### config.mk
export PLATFORM = sky130hd
export DESIGN_NAME = scspc_pad_ctrl
export DESIGN_NICKNAME = d
export VERILOG_FILES = /design/src/scspc_pkg.sv /design/src/scspc_data_pad_drive.sv /design/src/scspc_pad_ctrl.sv /design/src/scspc_pin_sync.sv
export SDC_FILE = /design/constraint.sdc
export NUM_CORES = 1
export LEC_CHECK = 0
export BUFFER_PORTS_ARGS = -buffer_cell sky130_fd_sc_hd__buf_2
export CORE_AREA = 2 2 86 88
export DETAILED_ROUTE_END_ITERATION = 16
export DIE_AREA = 0 0 88 90
export GPL_TIMING_DRIVEN = 0
export PLACE_DENSITY = 0.63
export SETUP_SLACK_MARGIN = 0.15
export SKIP_CTS_REPAIR_TIMING = 1
export SYNTH_ARGS = -nofsm -noshare
export SYNTH_HDL_FRONTEND = slang
export SYNTH_HIERARCHICAL = 1
export SYNTH_SLANG_ARGS = --single-unit
### constraint.sdc
create_clock -name pclk -period 1.9 [get_ports pclk]
set_input_delay 0.095 -clock pclk [delete_from_list [all_inputs] [get_ports pclk]]
set_output_delay 0.095 -clock pclk [all_outputs]
set_load 0.005 [all_outputs]
### src/scspc_pkg.sv
// constants and state types for the smart card synchronous pad control block
package scspc_pkg;
  localparam int APB_AW = 32;
  localparam int APB_DW = 32;
  localparam logic [APB_AW-1:0] OFF_DATA_PAD = 32'h000000a0;
  localparam logic [APB_AW-1:0] OFF_ALL_PADS = 32'h000000a4;
  localparam logic [APB_AW-1:0] OFF_BLOCK_CTRL = 32'h000000a8;
  localparam logic [APB_DW-1:0] RST_DATA_PAD = 32'h00000000;
  localparam logic [APB_DW-1:0] RST_ALL_PADS = 32'h00000000;
  localparam logic [APB_DW-1:0] RST_BLOCK_CTRL = 32'h00000000;
  // data pad register fields
  localparam int DP_RX_GATE = 13;
  localparam int DP_TX_GATE = 12;
  localparam int DP_BOOST = 11;
  localparam int DP_SINK = 10;
  localparam int DP_PULL_UP = 9;
  localparam int DP_PULL_DN = 8;
  localparam int DP_SAMPLE = 1;
  localparam int DP_DRIVE = 0;
  // all pads register fields
  localparam int AP_C8 = 5;
  localparam int AP_C4 = 4;
  localparam int AP_DATA = 3;
  localparam int AP_CLK = 2;
  localparam int AP_RST = 1;
  localparam int AP_SUPPLY = 0;
  // block control register fields
  localparam int BC_POWER = 0;
  localparam int BC_SUP_LSB = 1;
  localparam int SUP_W = 2;
  // pad index in the drive and sample vectors: all pads bit = index + 1
  localparam int NPADS = 5;
  localparam int PAD_DATA = 2;
  localparam int SYNC_STAGES = 2;

  typedef struct packed {
    logic out;
    logic oe;
    logic prev;
  } scspc_drv_s;

  typedef struct packed {
    logic rx_gate;
    logic tx_gate;
    logic boost;
    logic sink;
    logic pull_up;
    logic pull_dn;
    logic [NPADS-1:0] drive;
    logic supply_gate;
    logic power_gate;
    logic [SUP_W-1:0] supply_sel;
    logic [SUP_W-1:0] reg_sel;
    logic rx_en;
    logic pu_out;
    logic pd_out;
    logic pready;
    logic pslverr;
    logic [APB_DW-1:0] prdata;
  } scspc_state_s;
endpackage : scspc_pkg
### src/scspc_data_pad_drive.sv
// output stage of the card data pad: push-pull, sink-only and boosted release
`timescale 1ns/100ps
module scspc_data_pad_drive (
  input wire logic pclk,
  input wire logic presetn,
  input wire logic active,
  input wire logic drive_gate,
  input wire logic boost,
  input wire logic sink,
  input wire logic drive_value,
  output logic pad_out,
  output logic pad_oe
);
  import scspc_pkg::*;
  scspc_drv_s r_reg;
  scspc_drv_s r_next;

  always_comb begin
    r_next = r_reg;
    r_next.prev = drive_value;
    r_next.out = drive_value;
    if (!active || !drive_gate) begin
      r_next.oe = 1'b0;
    end else if (boost) begin
      // one cycle of active high speeds the rising edge, then the pull-up holds
      r_next.oe = !drive_value || !r_reg.prev;
    end else if (sink) begin
      r_next.oe = !drive_value;
    end else begin
      r_next.oe = 1'b1;
    end
  end

  always_ff @(posedge pclk or negedge presetn) begin
    if (!presetn) begin
      r_reg <= '0;
    end else begin
      r_reg <= r_next;
    end
  end

  assign pad_out = r_reg.out;
  assign pad_oe = r_reg.oe;
endmodule : scspc_data_pad_drive

### src/scspc_pad_ctrl.sv
// APB register block and pad control for the smart card synchronous pads
//
// Operation
// - bit 13 enables data pad receiver
// - bit 12 enables data pad driver
// - boosted release: low, one-cycle high, release
// - sink-only: drive zeros, release ones
// - bit 9 turns on pull-up
// - bit 8 turns on pull-down
// - bit 1 reads data pin in sync mode
// - bit 0 sets data pin level
// - all-pads register accesses every pad at once
// - all-pads bit 5 is C8 pad
// - all-pads bit 4 is C4 pad
// - all-pads bit 3 is data pad
// - all-pads bit 2 is clock pad
// - all-pads bit 1 is reset pad
// - supply gate clear masks regulator select
// - supply gate set passes regulator select
// - block works only while power gate set, except reset, clock, C4 and C8 drive values
`timescale 1ns/100ps
module scspc_pad_ctrl (
  input wire logic pclk,
  input wire logic presetn,
  input wire logic [scspc_pkg::APB_AW-1:0] paddr,
  input wire logic psel,
  input wire logic penable,
  input wire logic pwrite,
  input wire logic [scspc_pkg::APB_DW-1:0] pwdata,
  output logic [scspc_pkg::APB_DW-1:0] prdata,
  output logic pready,
  output logic pslverr,
  input wire logic sync_mode_sel,
  input wire logic data_pad_in,
  input wire logic clk_pad_in,
  input wire logic rst_pad_in,
  input wire logic c4_pad_in,
  input wire logic c8_pad_in,
  output logic data_pad_out,
  output logic data_pad_oe,
  output logic data_pad_rx_en,
  output logic data_pad_pull_up,
  output logic data_pad_pull_dn,
  output logic rst_drive_value,
  output logic clk_drive_value,
  output logic c4_drive_value,
  output logic c8_drive_value,
  output logic [scspc_pkg::SUP_W-1:0] regulator_select
);
  import scspc_pkg::*;

  scspc_state_s r_reg;
  scspc_state_s r_next;
  logic [NPADS-1:0] pin_sync;
  logic [NPADS-1:0] sample;
  logic active;
  logic hit_data;
  logic hit_all;
  logic hit_ctrl;
  logic setup;
  logic wr_fire;
  logic [APB_DW-1:0] rdata;

  scspc_pin_sync u_sync (
    .pclk(pclk),
    .presetn(presetn),
    .pin_in({c8_pad_in, c4_pad_in, data_pad_in, clk_pad_in, rst_pad_in}),
    .pin_sync(pin_sync)
  );

  // data pad drive and pad samples follow software only in synchronous mode and with the block powered
  assign active = r_reg.power_gate && sync_mode_sel;

  // the data sample is blocked when its input buffer is gated off
  always_comb begin
    sample = pin_sync & {NPADS{active}};
    sample[PAD_DATA] = pin_sync[PAD_DATA] && active && r_reg.rx_gate;
  end

  assign hit_data = (paddr == OFF_DATA_PAD);
  assign hit_all = (paddr == OFF_ALL_PADS);
  assign hit_ctrl = (paddr == OFF_BLOCK_CTRL);
  assign setup = psel && penable && !r_reg.pready;
  // writes land only on the edge where the master sees pready
  assign wr_fire = psel && penable && pwrite && r_reg.pready && !r_reg.pslverr;

  always_comb begin
    rdata = '0;
    if (hit_data) begin
      rdata[DP_RX_GATE] = r_reg.rx_gate;
      rdata[DP_TX_GATE] = r_reg.tx_gate;
      rdata[DP_BOOST] = r_reg.boost;
      rdata[DP_SINK] = r_reg.sink;
      rdata[DP_PULL_UP] = r_reg.pull_up;
      rdata[DP_PULL_DN] = r_reg.pull_dn;
      rdata[DP_SAMPLE] = sample[PAD_DATA];
      rdata[DP_DRIVE] = r_reg.drive[PAD_DATA];
    end else if (hit_all) begin
      rdata[AP_C8:AP_RST] = sample;
      rdata[AP_SUPPLY] = r_reg.supply_gate;
    end else if (hit_ctrl) begin
      rdata[BC_POWER] = r_reg.power_gate;
      rdata[BC_SUP_LSB +: SUP_W] = r_reg.supply_sel;
    end
  end

  always_comb begin
    r_next = r_reg;
    r_next.pready = 1'b0;
    r_next.pslverr = 1'b0;
    // one wait state: pready comes in the second access cycle
    if (setup) begin
      r_next.pready = 1'b1;
      r_next.pslverr = !(hit_data || hit_all || hit_ctrl);
      r_next.prdata = pwrite ? '0 : rdata;
    end
    if (wr_fire && hit_data) begin
      r_next.rx_gate = pwdata[DP_RX_GATE];
      r_next.tx_gate = pwdata[DP_TX_GATE];
      r_next.boost = pwdata[DP_BOOST];
      r_next.sink = pwdata[DP_SINK];
      r_next.pull_up = pwdata[DP_PULL_UP];
      r_next.pull_dn = pwdata[DP_PULL_DN];
      r_next.drive[PAD_DATA] = pwdata[DP_DRIVE];
    end
    // pad setup in the data pad register is assumed done before this write
    if (wr_fire && hit_all) begin
      r_next.drive = pwdata[AP_C8:AP_RST];
      r_next.supply_gate = pwdata[AP_SUPPLY];
    end
    if (wr_fire && hit_ctrl) begin
      r_next.power_gate = pwdata[BC_POWER];
      r_next.supply_sel = pwdata[BC_SUP_LSB +: SUP_W];
    end
    // regulators off unless the block is powered and the supply gate is set
    if (r_reg.supply_gate && r_reg.power_gate) begin
      r_next.reg_sel = r_reg.supply_sel;
    end else begin
      r_next.reg_sel = '0;
    end
    r_next.rx_en = r_reg.rx_gate && r_reg.power_gate;
    r_next.pu_out = r_reg.pull_up && r_reg.power_gate;
    r_next.pd_out = r_reg.pull_dn && r_reg.power_gate;
  end

  always_ff @(posedge pclk or negedge presetn) begin
    if (!presetn) begin
      r_reg <= '0;
    end else begin
      r_reg <= r_next;
    end
  end

  scspc_data_pad_drive u_drive (
    .pclk(pclk),
    .presetn(presetn),
    .active(active),
    .drive_gate(r_reg.tx_gate),
    .boost(r_reg.boost),
    .sink(r_reg.sink),
    .drive_value(r_reg.drive[PAD_DATA]),
    .pad_out(data_pad_out),
    .pad_oe(data_pad_oe)
  );

  assign prdata = r_reg.prdata;
  assign pready = r_reg.pready;
  assign pslverr = r_reg.pslverr;
  assign data_pad_rx_en = r_reg.rx_en;
  assign data_pad_pull_up = r_reg.pu_out;
  assign data_pad_pull_dn = r_reg.pd_out;
  assign rst_drive_value = r_reg.drive[0];
  assign clk_drive_value = r_reg.drive[1];
  assign c4_drive_value = r_reg.drive[3];
  assign c8_drive_value = r_reg.drive[4];
  assign regulator_select = r_reg.reg_sel;
endmodule : scspc_pad_ctrl

### src/scspc_pin_sync.sv
// two flip-flop synchroniser for the card pad inputs
`timescale 1ns/100ps
module scspc_pin_sync (
  input wire logic pclk,
  input wire logic presetn,
  input wire logic [scspc_pkg::NPADS-1:0] pin_in,
  output logic [scspc_pkg::NPADS-1:0] pin_sync
);
  import scspc_pkg::*;
  logic [NPADS-1:0] meta_reg;

  always_ff @(posedge pclk or negedge presetn) begin
    if (!presetn) begin
      meta_reg <= '0;
      pin_sync <= '0;
    end else begin
      meta_reg <= pin_in;
      pin_sync <= meta_reg;
    end
  end
endmodule : scspc_pin_sync

==> results of run 1 <==
[final timing paths]
| kind | from | endpoint | slack (ns) |
|---|---|---|---|
| worst max-delay path | pready$_DFF_PN0_ | c4_drive_value$_DFFE_PN0P_ | 0.06 |
| worst min-delay path | presetn | pready$_DFF_PN0_ | -0.03 |
| worst max register to register | pready$_DFF_PN0_ | c4_drive_value$_DFFE_PN0P_ | 0.06 |
| worst min register to register | u_sync/meta_reg[3]$_DFF_PN0_ | u_sync/pin_sync[3]$_DFF_PN0_ | 0.35 |
| max in group asynchronous | presetn | r_reg[52]$_DFFE_PN0P_ | 1.32 |
| min in group pclk | pwdata[9] | r_reg[49]$_DFFE_PN0P_ | 0.01 |
[where the power goes]
part           total [mW]  internal, mW  switching (mW)
combinational       0.153        0.0813          0.0718
clock               0.702         0.394           0.309
sequential          0.996         0.991         0.00457
[per-layer routing]
metal  track usage [%]  vias up  wire length [um]
li1                  -      737                 -
met4              3.85        0                53
met2              18.1       64              2080
met3              3.58        7               383
met5                 0        -                 0
met1              13.2      680              1890
[per-stage QoR]
stage | util, % | power [mW]
2_1_floorplan | - | 1.08
3_3_place_gp | 37.7 | 1.16
3_5_place_dp | 37.7 | 1.16
4_1_cts | 39.2 | 1.87
5_1_grt | 40.2 | 1.94
6_report | 40.2 | 1.85
[logic make-up after synthesis]
logic type | after synthesis | synth area share [%]
AOI/OAI and AO/OA | 18 | 7.76
buffers and inverters | 41 | 14.1
DFF | 46 | 55.8
muxes | 18 | 9.76
other | 1 | 0.182
and+or+nand+nor | 35 | 12.4
[area by class of cell]
| cell class | count | area, um^2 |
|---|---|---|
| clock buffer | 7 | 76.3 |
| tap | 99 | 124 |
| buffer | 39 | 284 |
| timing repair buffer | 83 | 447 |
| fill | 696 | 4200 |
| inverter | 2 | 7.51 |
| multi-input combinational | 91 | 703 |
| clock inverter | 1 | 30.0 |
| sequential | 46 | 1150 |
[worst reg2reg max path, delay by kind of cell (launching register included)]
kind / cells / cell delay, ns
simple gates: 3 / 0.86
flops: 1 / 0.38
mux: 1 / 0.33
buf+inv: 1 / 0.15
[layout by cell type, fill, tap and decap left out, drive strengths merged, types with 2 or more instances in the layout]
master       netlist  final
a22o               5      5
a32o               9      9
and2               4      4
and3               2      2
and4bb             2      2
buf               38    116
clkbuf             1      8
conb               1     20
dfrtp             46     46
dlygate4sd3        0      5
inv                2      2
mux2              17     17
nand2              4      4
nand4              3      3
nor2               5      5
nor3               2      2
nor4               7      7
o21ai              2      2
==> summary.txt, run 1 <==
Status
  – Status: finished with violations
  – Violated checks: hold timing

Synthesis
  – Synth top area cells: dfrtp_1, buf_4, mux2_2, a32o_1, mux2_1
  – Share of async-settable or async-resettable flops after synthesis: 100%
  – #FFs+latches synth: 46
  – Distinct cells, synth: 32
  – EDFF count, synth: 0
  – Seq/Total Area, Yosys: around 56%
  – Yosys top cell by area: dfrtp_1
  – Yosys top cell area share: 55.8%
  – Post-synth top cells: dfrtp_1, buf_4, mux2_2
  – Main synth FF type: dfrtp_1
  – Average cell area after synthesis: 13.0 um^2
  – Cell Area, Synth: between 2000 and 2500 um^2
  – Cells after Synth: around 160
  – Top-count cell post-synth: dfrtp_1
  – Synthesis Warnings: 6

Clock tree
  – Root Buffer: clkbuf_8
  – CTS tree: built
  – Clk_lat worst skew: roughly 0.3 ns
  – CTS buffer count: 5
  – Deepest clock path buffer count: 2
  – CTS H-tree depth: 2
  – Clock Sinks: 46
  – Clock transition at the registers of the reported paths: around 0.090 ns

Timing
  – Setup slack after layout: about 0.063 ns
  – Hold Vio Cnt, Final: 46
  – Fin Setup TNS: 0 ns
  – Slew margin rel.: between 30% and 40%
  – Max frequency: between 0.5 and 0.6 GHz
  – Slew @ Worst Pin: ~1.0 ns
  – Final Critical Period: ~1.8 ns
  – Slew Limit Fails: 0
  – RSZ-0062 raised after global routing: yes
  – Skew final: between 0.008 and 0.009 ns
  – Hold Slack: -0.0331 ns
  – Setup Viol. Count Final: 0
  – Tcrit/Tclk final: 96.7%

GRT
  – First-pass GRT wire length: 6570 um
  – GRT overflow: 0
  – Largest net degree at the start of global routing: 47
  – Total Routing Usage GR: a little over a tenth
  – Number of global-route vias before repair: 1,382
  – Antenna violations before repair: 0

Worst setup path
  – Worst reg-to-reg path cell count: 5
  – Max incr delay on CP: 0.53 ns
  – Max stage delay cell, worst path: or4b_4
  – Req. time, crit path: between 2 and 2.5 ns
  – Delay-heaviest family, CP: simple AND/OR/NAND/NOR gates
  – Setup CP Type: flop to flop
  – Buffers & Inverters on Critical Path: 1
  – Worst-path fanout max: 5
  – CP Depth: 5
  – Arrival @ worst endpoint: about 2.0 ns
  – Endpoint class of the critical path: flop
  – Critical Path Start Type: flop
  – CP cell instances: nand4_1 -> or4b_4 -> nor3_4 -> buf_6 -> mux2_2

Routing
  – Routed wire length: 4410 um
  – First-pass iteration count of the detailed router: 3
  – Residual DRC count: 0
  – DRT iter0 DRCs: 21
  – DR WL/cell: between 10 and 15 um
  – Via density: between 4 and 5
  – Detailed-route via count: between 1,000 and 1,500
  – Routed Antenna Nets: 0

Hold path
  – Worst Hold Class: input port to asynchronous set/reset pin

Floorplanning
  – Die area: between 7000 and 8000 um^2
  – Io pins: 120
  – Initial Util: between 20% and 30%
  – Core ar.: 7020 um^2
  – Die Y: ~90 um
  – Chip width: 88 um
  – Std cell rows: 31

Placed design
  – Dpl cells: about 350
  – Routability-driven placement congestion ratio: slightly above 0.7
  – Post-DP HPWL: 3360 um
  – PortBufs: 77
  – Cell Area, Placed: between 2000 and 3000 um^2
  – Setup Slack @ Placement: 0.0295 ns

Layout
  – Final net count: between 300 and 400
  – Finished Layout Cells: about 370
  – Area Growth Syn to Fin: 36.8%
  – Layout cells sized above 1: ~52%
  – Design area: between 2000 and 3000 um^2
  – Max reg flops: 12
  – Diodes inserted: 0

Flow run
  – Max-cap violations: 0

Pwr
  – P_leak: 1.58 nW
  – Pwr/cell area: ~660 nW/um^2
  – Worst VDD drop: 0.000349 V
No activity file was read; power rests on OpenSTA's default activity.
==> run 2, diff against run 1 <==
--- a/config.mk
+++ b/config.mk
@@ -5,12 +5,13 @@
 export SDC_FILE = /design/constraint.sdc
 export NUM_CORES = 1
 export LEC_CHECK = 0
+export ABC_AREA = 1
 export BUFFER_PORTS_ARGS = -buffer_cell sky130_fd_sc_hd__buf_2
-export CORE_AREA = 2 2 86 88
+export CORE_AREA = 2 2 93 95
 export DETAILED_ROUTE_END_ITERATION = 16
-export DIE_AREA = 0 0 88 90
+export DIE_AREA = 0 0 95 97
 export GPL_TIMING_DRIVEN = 0
-export PLACE_DENSITY = 0.63
+export PLACE_DENSITY = 0.61
 export SETUP_SLACK_MARGIN = 0.15
 export SKIP_CTS_REPAIR_TIMING = 1
 export SYNTH_ARGS = -nofsm -noshare
==> run 2 against run 1 <==
Wire length is 15% higher. Global-route usage is 0.71 points higher. First-iteration DRC count grew to 4.6 times the previous value. Clock power is 3.0% higher. Flip-flop and latch count stayed put. Via count is 36% higher. The flow still finishes with violations (hold timing). Maximum frequency is 21% higher. Critical path depth is 2 higher. Synthesized area is 17% higher. Final cell count is 40% higher.
==> summary.txt, run 2 <==
Layout
  – Final net count: 486 (was 343)
  – Commonest non-fill, non-tap cell in the layout: nand2_1 (was buf_2)
  – Most frequent cells in the layout: nand2_1, buf_2, inv_1, dfrtp_1, buf_4 (was buf_2, dfrtp_1, buf_4)
  – Design area: 3180 um^2 (was 2820 um^2)
  – Layout cells sized above 1: 35.9% (was 51.7%)
  – Diodes inserted: 0 (unchanged)
  – Max reg flops: 12 (unchanged)
  – Area Growth Syn to Fin: 32.0% (was 36.8%)

Status
  – Violated checks: hold timing (unchanged)
  – Status: finished with violations (unchanged)

Flow run
  – Max-cap violations: 0 (unchanged)

Worst setup path
  – Crit path capture: prdata[2]$_DFFE_PN0P_ (was c4_drive_value$_DFFE_PN0P_)
  – Worst-path fanout max: 8 (was 5)
  – Req. time, crit path: 2.14 ns (was 2.08 ns)
  – Buffers & Inverters on Critical Path: 2 (was 1)
  – Setup CP Type: flop to flop (unchanged)
  – Arrival @ worst endpoint: 1.75 ns (was 2.02 ns)
  – Endpoint class of the critical path: flop (unchanged)
  – Critical Path Start Type: flop (unchanged)
  – Max incr delay on CP: 0.38 ns (was 0.53 ns)
  – Delay-heaviest family, CP: simple AND/OR/NAND/NOR gates (unchanged)
  – CP cell instances: inv_1 -> nand2_1 -> nor2_1 -> inv_2 -> nor2_1 -> nand3_1 -> nand2_1 (was nand4_1 -> or4b_4 -> nor3_4 -> buf_6 -> mux2_2)
  – R2R Setup Slk: 0.38 ns (was 0.06 ns)
  – Worst reg-to-reg path cell count: 7 (was 5)
  – Reg-to-Reg Start: pready$_DFF_PN0_ (unchanged)
  – RR Endpoint: prdata[2]$_DFFE_PN0P_ (was c4_drive_value$_DFFE_PN0P_)
  – Critical path launch point: pready$_DFF_PN0_ (unchanged)
  – CP Depth: 7 (was 5)
  – Max stage delay cell, worst path: dfrtp_1 (was or4b_4)

Clock tree
  – Clk_lat worst skew: 0.30 ns (about the same)
  – CTS buffer count: 5 (unchanged)
  – Clock transition at the registers of the reported paths: 0.09 ns (about the same)
  – Clock Sinks: 46 (unchanged)
  – Root Buffer: clkbuf_8 (unchanged)
  – CTS H-tree depth: 2 (unchanged)
  – Deepest clock path buffer count: 2 (unchanged)
  – CTS tree: built (unchanged)

Routing
  – DR WL/cell: 9.80 um (was 12.0 um)
  – Residual DRC count: 0 (unchanged)
  – Detailed-route via count: 2,030 (was 1,488)
  – DRT iter0 DRCs: 97 (was 21)
  – Routed wire length: 5070 um (was 4410 um)
  – First-pass iteration count of the detailed router: 4 (was 3)
  – Via density: 3.93 (was 4.04)
  – Routed Antenna Nets: 0 (unchanged)

GRT
  – GRT overflow: 0 (unchanged)
  – First-pass GRT wire length: 8560 um (was 6570 um)
  – Total Routing Usage GR: 11.6% (was 10.9%)
  – Antenna violations before repair: 0 (unchanged)
  – Number of global-route vias before repair: 2,038 (was 1,382)
  – Largest net degree at the start of global routing: 47 (unchanged)

Hold path
  – Worst Hold Class: input port to asynchronous set/reset pin (unchanged)

Floorplanning
  – Die Y: 97 um (was 90 um)
  – Core ar.: 8130 um^2 (was 7020 um^2)
  – Std cell rows: 33 (was 31)
  – Initial Util: 29.6% (was 29.4%)
  – Die area: 9220 um^2 (was 7920 um^2)
  – Chip width: 95 um (was 88 um)
  – Io pins: 120 (unchanged)

Synthesis
  – Synth top area cells: dfrtp_1, nand2_1, buf_4, inv_1, nor2_1 (was dfrtp_1, buf_4, mux2_2, a32o_1, mux2_1)
  – Cell Area, Synth: 2410 um^2 (was 2060 um^2)
  – EDFF count, synth: 0 (unchanged)
  – Share of async-settable or async-resettable flops after synthesis: 100% (unchanged)
  – Synthesis Warnings: 6 (unchanged)
  – Average cell area after synthesis: 8.04 um^2 (was 13.0 um^2)
  – Cells after Synth: 300 (was 159)
  – Yosys top cell area share: 47.7% (was 55.8%)
  – Distinct cells, synth: 24 (was 32)
  – Post-synth top cells: nand2_1, dfrtp_1, inv_1 (was dfrtp_1, buf_4, mux2_2)
  – Yosys top cell by area: dfrtp_1 (unchanged)
  – Top-count cell post-synth: nand2_1 (was dfrtp_1)
  – #FFs+latches synth: 46 (unchanged)
  – Seq/Total Area, Yosys: 47.7% (was 55.8%)
  – Main synth FF type: dfrtp_1 (unchanged)

Pwr
  – Worst VDD drop: 0.000369 V (was 0.000349 V)
  – Pwr/cell area: 597 nW/um^2 (was 656 nW/um^2)
  – P_leak: 1.91 nW (was 1.58 nW)

Timing
  – Slew Limit Fails: 0 (unchanged)
  – Tcrit/Tclk final: 79.9% (was 96.7%)
  – Hold Slack: -0.0581 ns (was -0.0331 ns)
  – Setup Viol. Count Final: 0 (unchanged)
  – Fin Setup TNS: 0 ns (unchanged)
  – Slew margin rel.: 34.6% (was 33.1%)
  – Hold Vio Cnt, Final: 47 (was 46)
  – RSZ-0062 raised after global routing: no (was yes)
  – Max frequency: 0.659 GHz (was 0.544 GHz)
  – Final Critical Period: 1.52 ns (was 1.84 ns)
  – Skew final: 0.00801 ns (was 0.00836 ns)
  – Slew @ Worst Pin: 0.981 ns (was 1.00 ns)

Placed design
  – PortBufs: 79 (was 77)
  – Cell Area, Placed: 3010 um^2 (was 2640 um^2)
  – Post-DP HPWL: 4180 um (was 3360 um)
  – Routability-driven placement congestion ratio: 0.766 (was 0.716)
==> run 2: area by class of cell <==
cell class / count / area (um^2)
Clock buffer: 5 / 68.8
Fill cell: 869 / 4950
Inverter: 49 / 184
Sequential cell: 46 / 1150
Timing Repair Buffer: 85 / 455
Buffer: 36 / 270
Clock inverter: 3 / 43.8
Multi-Input combinational cell: 188 / 877
Tap cell: 105 / 131
==> run 2: power by group <==
group	switching [mW]	leakage, nW	total, mW	internal [mW]
combinational	0.0898	1.27	0.180	0.0899
sequential	0.00476	0.576	0.996	0.991
clock	0.329	0.0585	0.723	0.394
total	0.423	1.91	1.90	1.47
==> run 2: through the flow <==
step | hold WS (ns) | power [mW] | std cells | util (%) | setup WS (ns)
after floorplan | -0.201 | 1.09 | 319 | - | 0.635
after global placement | 0.206 | 1.18 | 503 | 37.0 | 0.474
after detailed placement | 0.204 | 1.19 | 503 | 37.0 | 0.396
after CTS | -0.114 | 1.92 | 511 | 38.4 | 0.377
after global routing | 0.00301 | 1.99 | 517 | 39.1 | 0.184
final | -0.0581 | 1.90 | 517 | 39.1 | 0.382
==> run 2: worst min-delay path by stage <==
stage	startpoint	end	depth (start not counted)
after floorplan	presetn	c4_drive_value$_DFFE_PN0P_	0
after global placement	rst_pad_in	u_sync/meta_reg[0]$_DFF_PN0_	1
after detailed placement	c8_pad_in	u_sync/meta_reg[4]$_DFF_PN0_	1
after CTS	clk_pad_in	u_sync/meta_reg[1]$_DFF_PN0_	1
after global routing	pwdata[3]	r_reg[45]$_DFFE_PN0P_	3
final	presetn	data_pad_pull_dn$_DFF_PN0_	1
==> run 2: layer usage <==
metal,GRT usage (%),vias to the layer above,wire [um]
met5,0,-,0
met4,4.46,0,70
met3,2.34,7,276
met2,20.0,54,2540
met1,14.1,901,2180
li1,-,1068,-
==> run 2: cell families after synthesis <==
kind of cell	count (synthesis)	share of synthesized area [%]
AO/OA/AOI/OAI	20	5.92
buffers and inverters	85	18.8
flip-flops	46	47.7
other	1	0.156
AND/OR/NAND/NOR	148	27.3
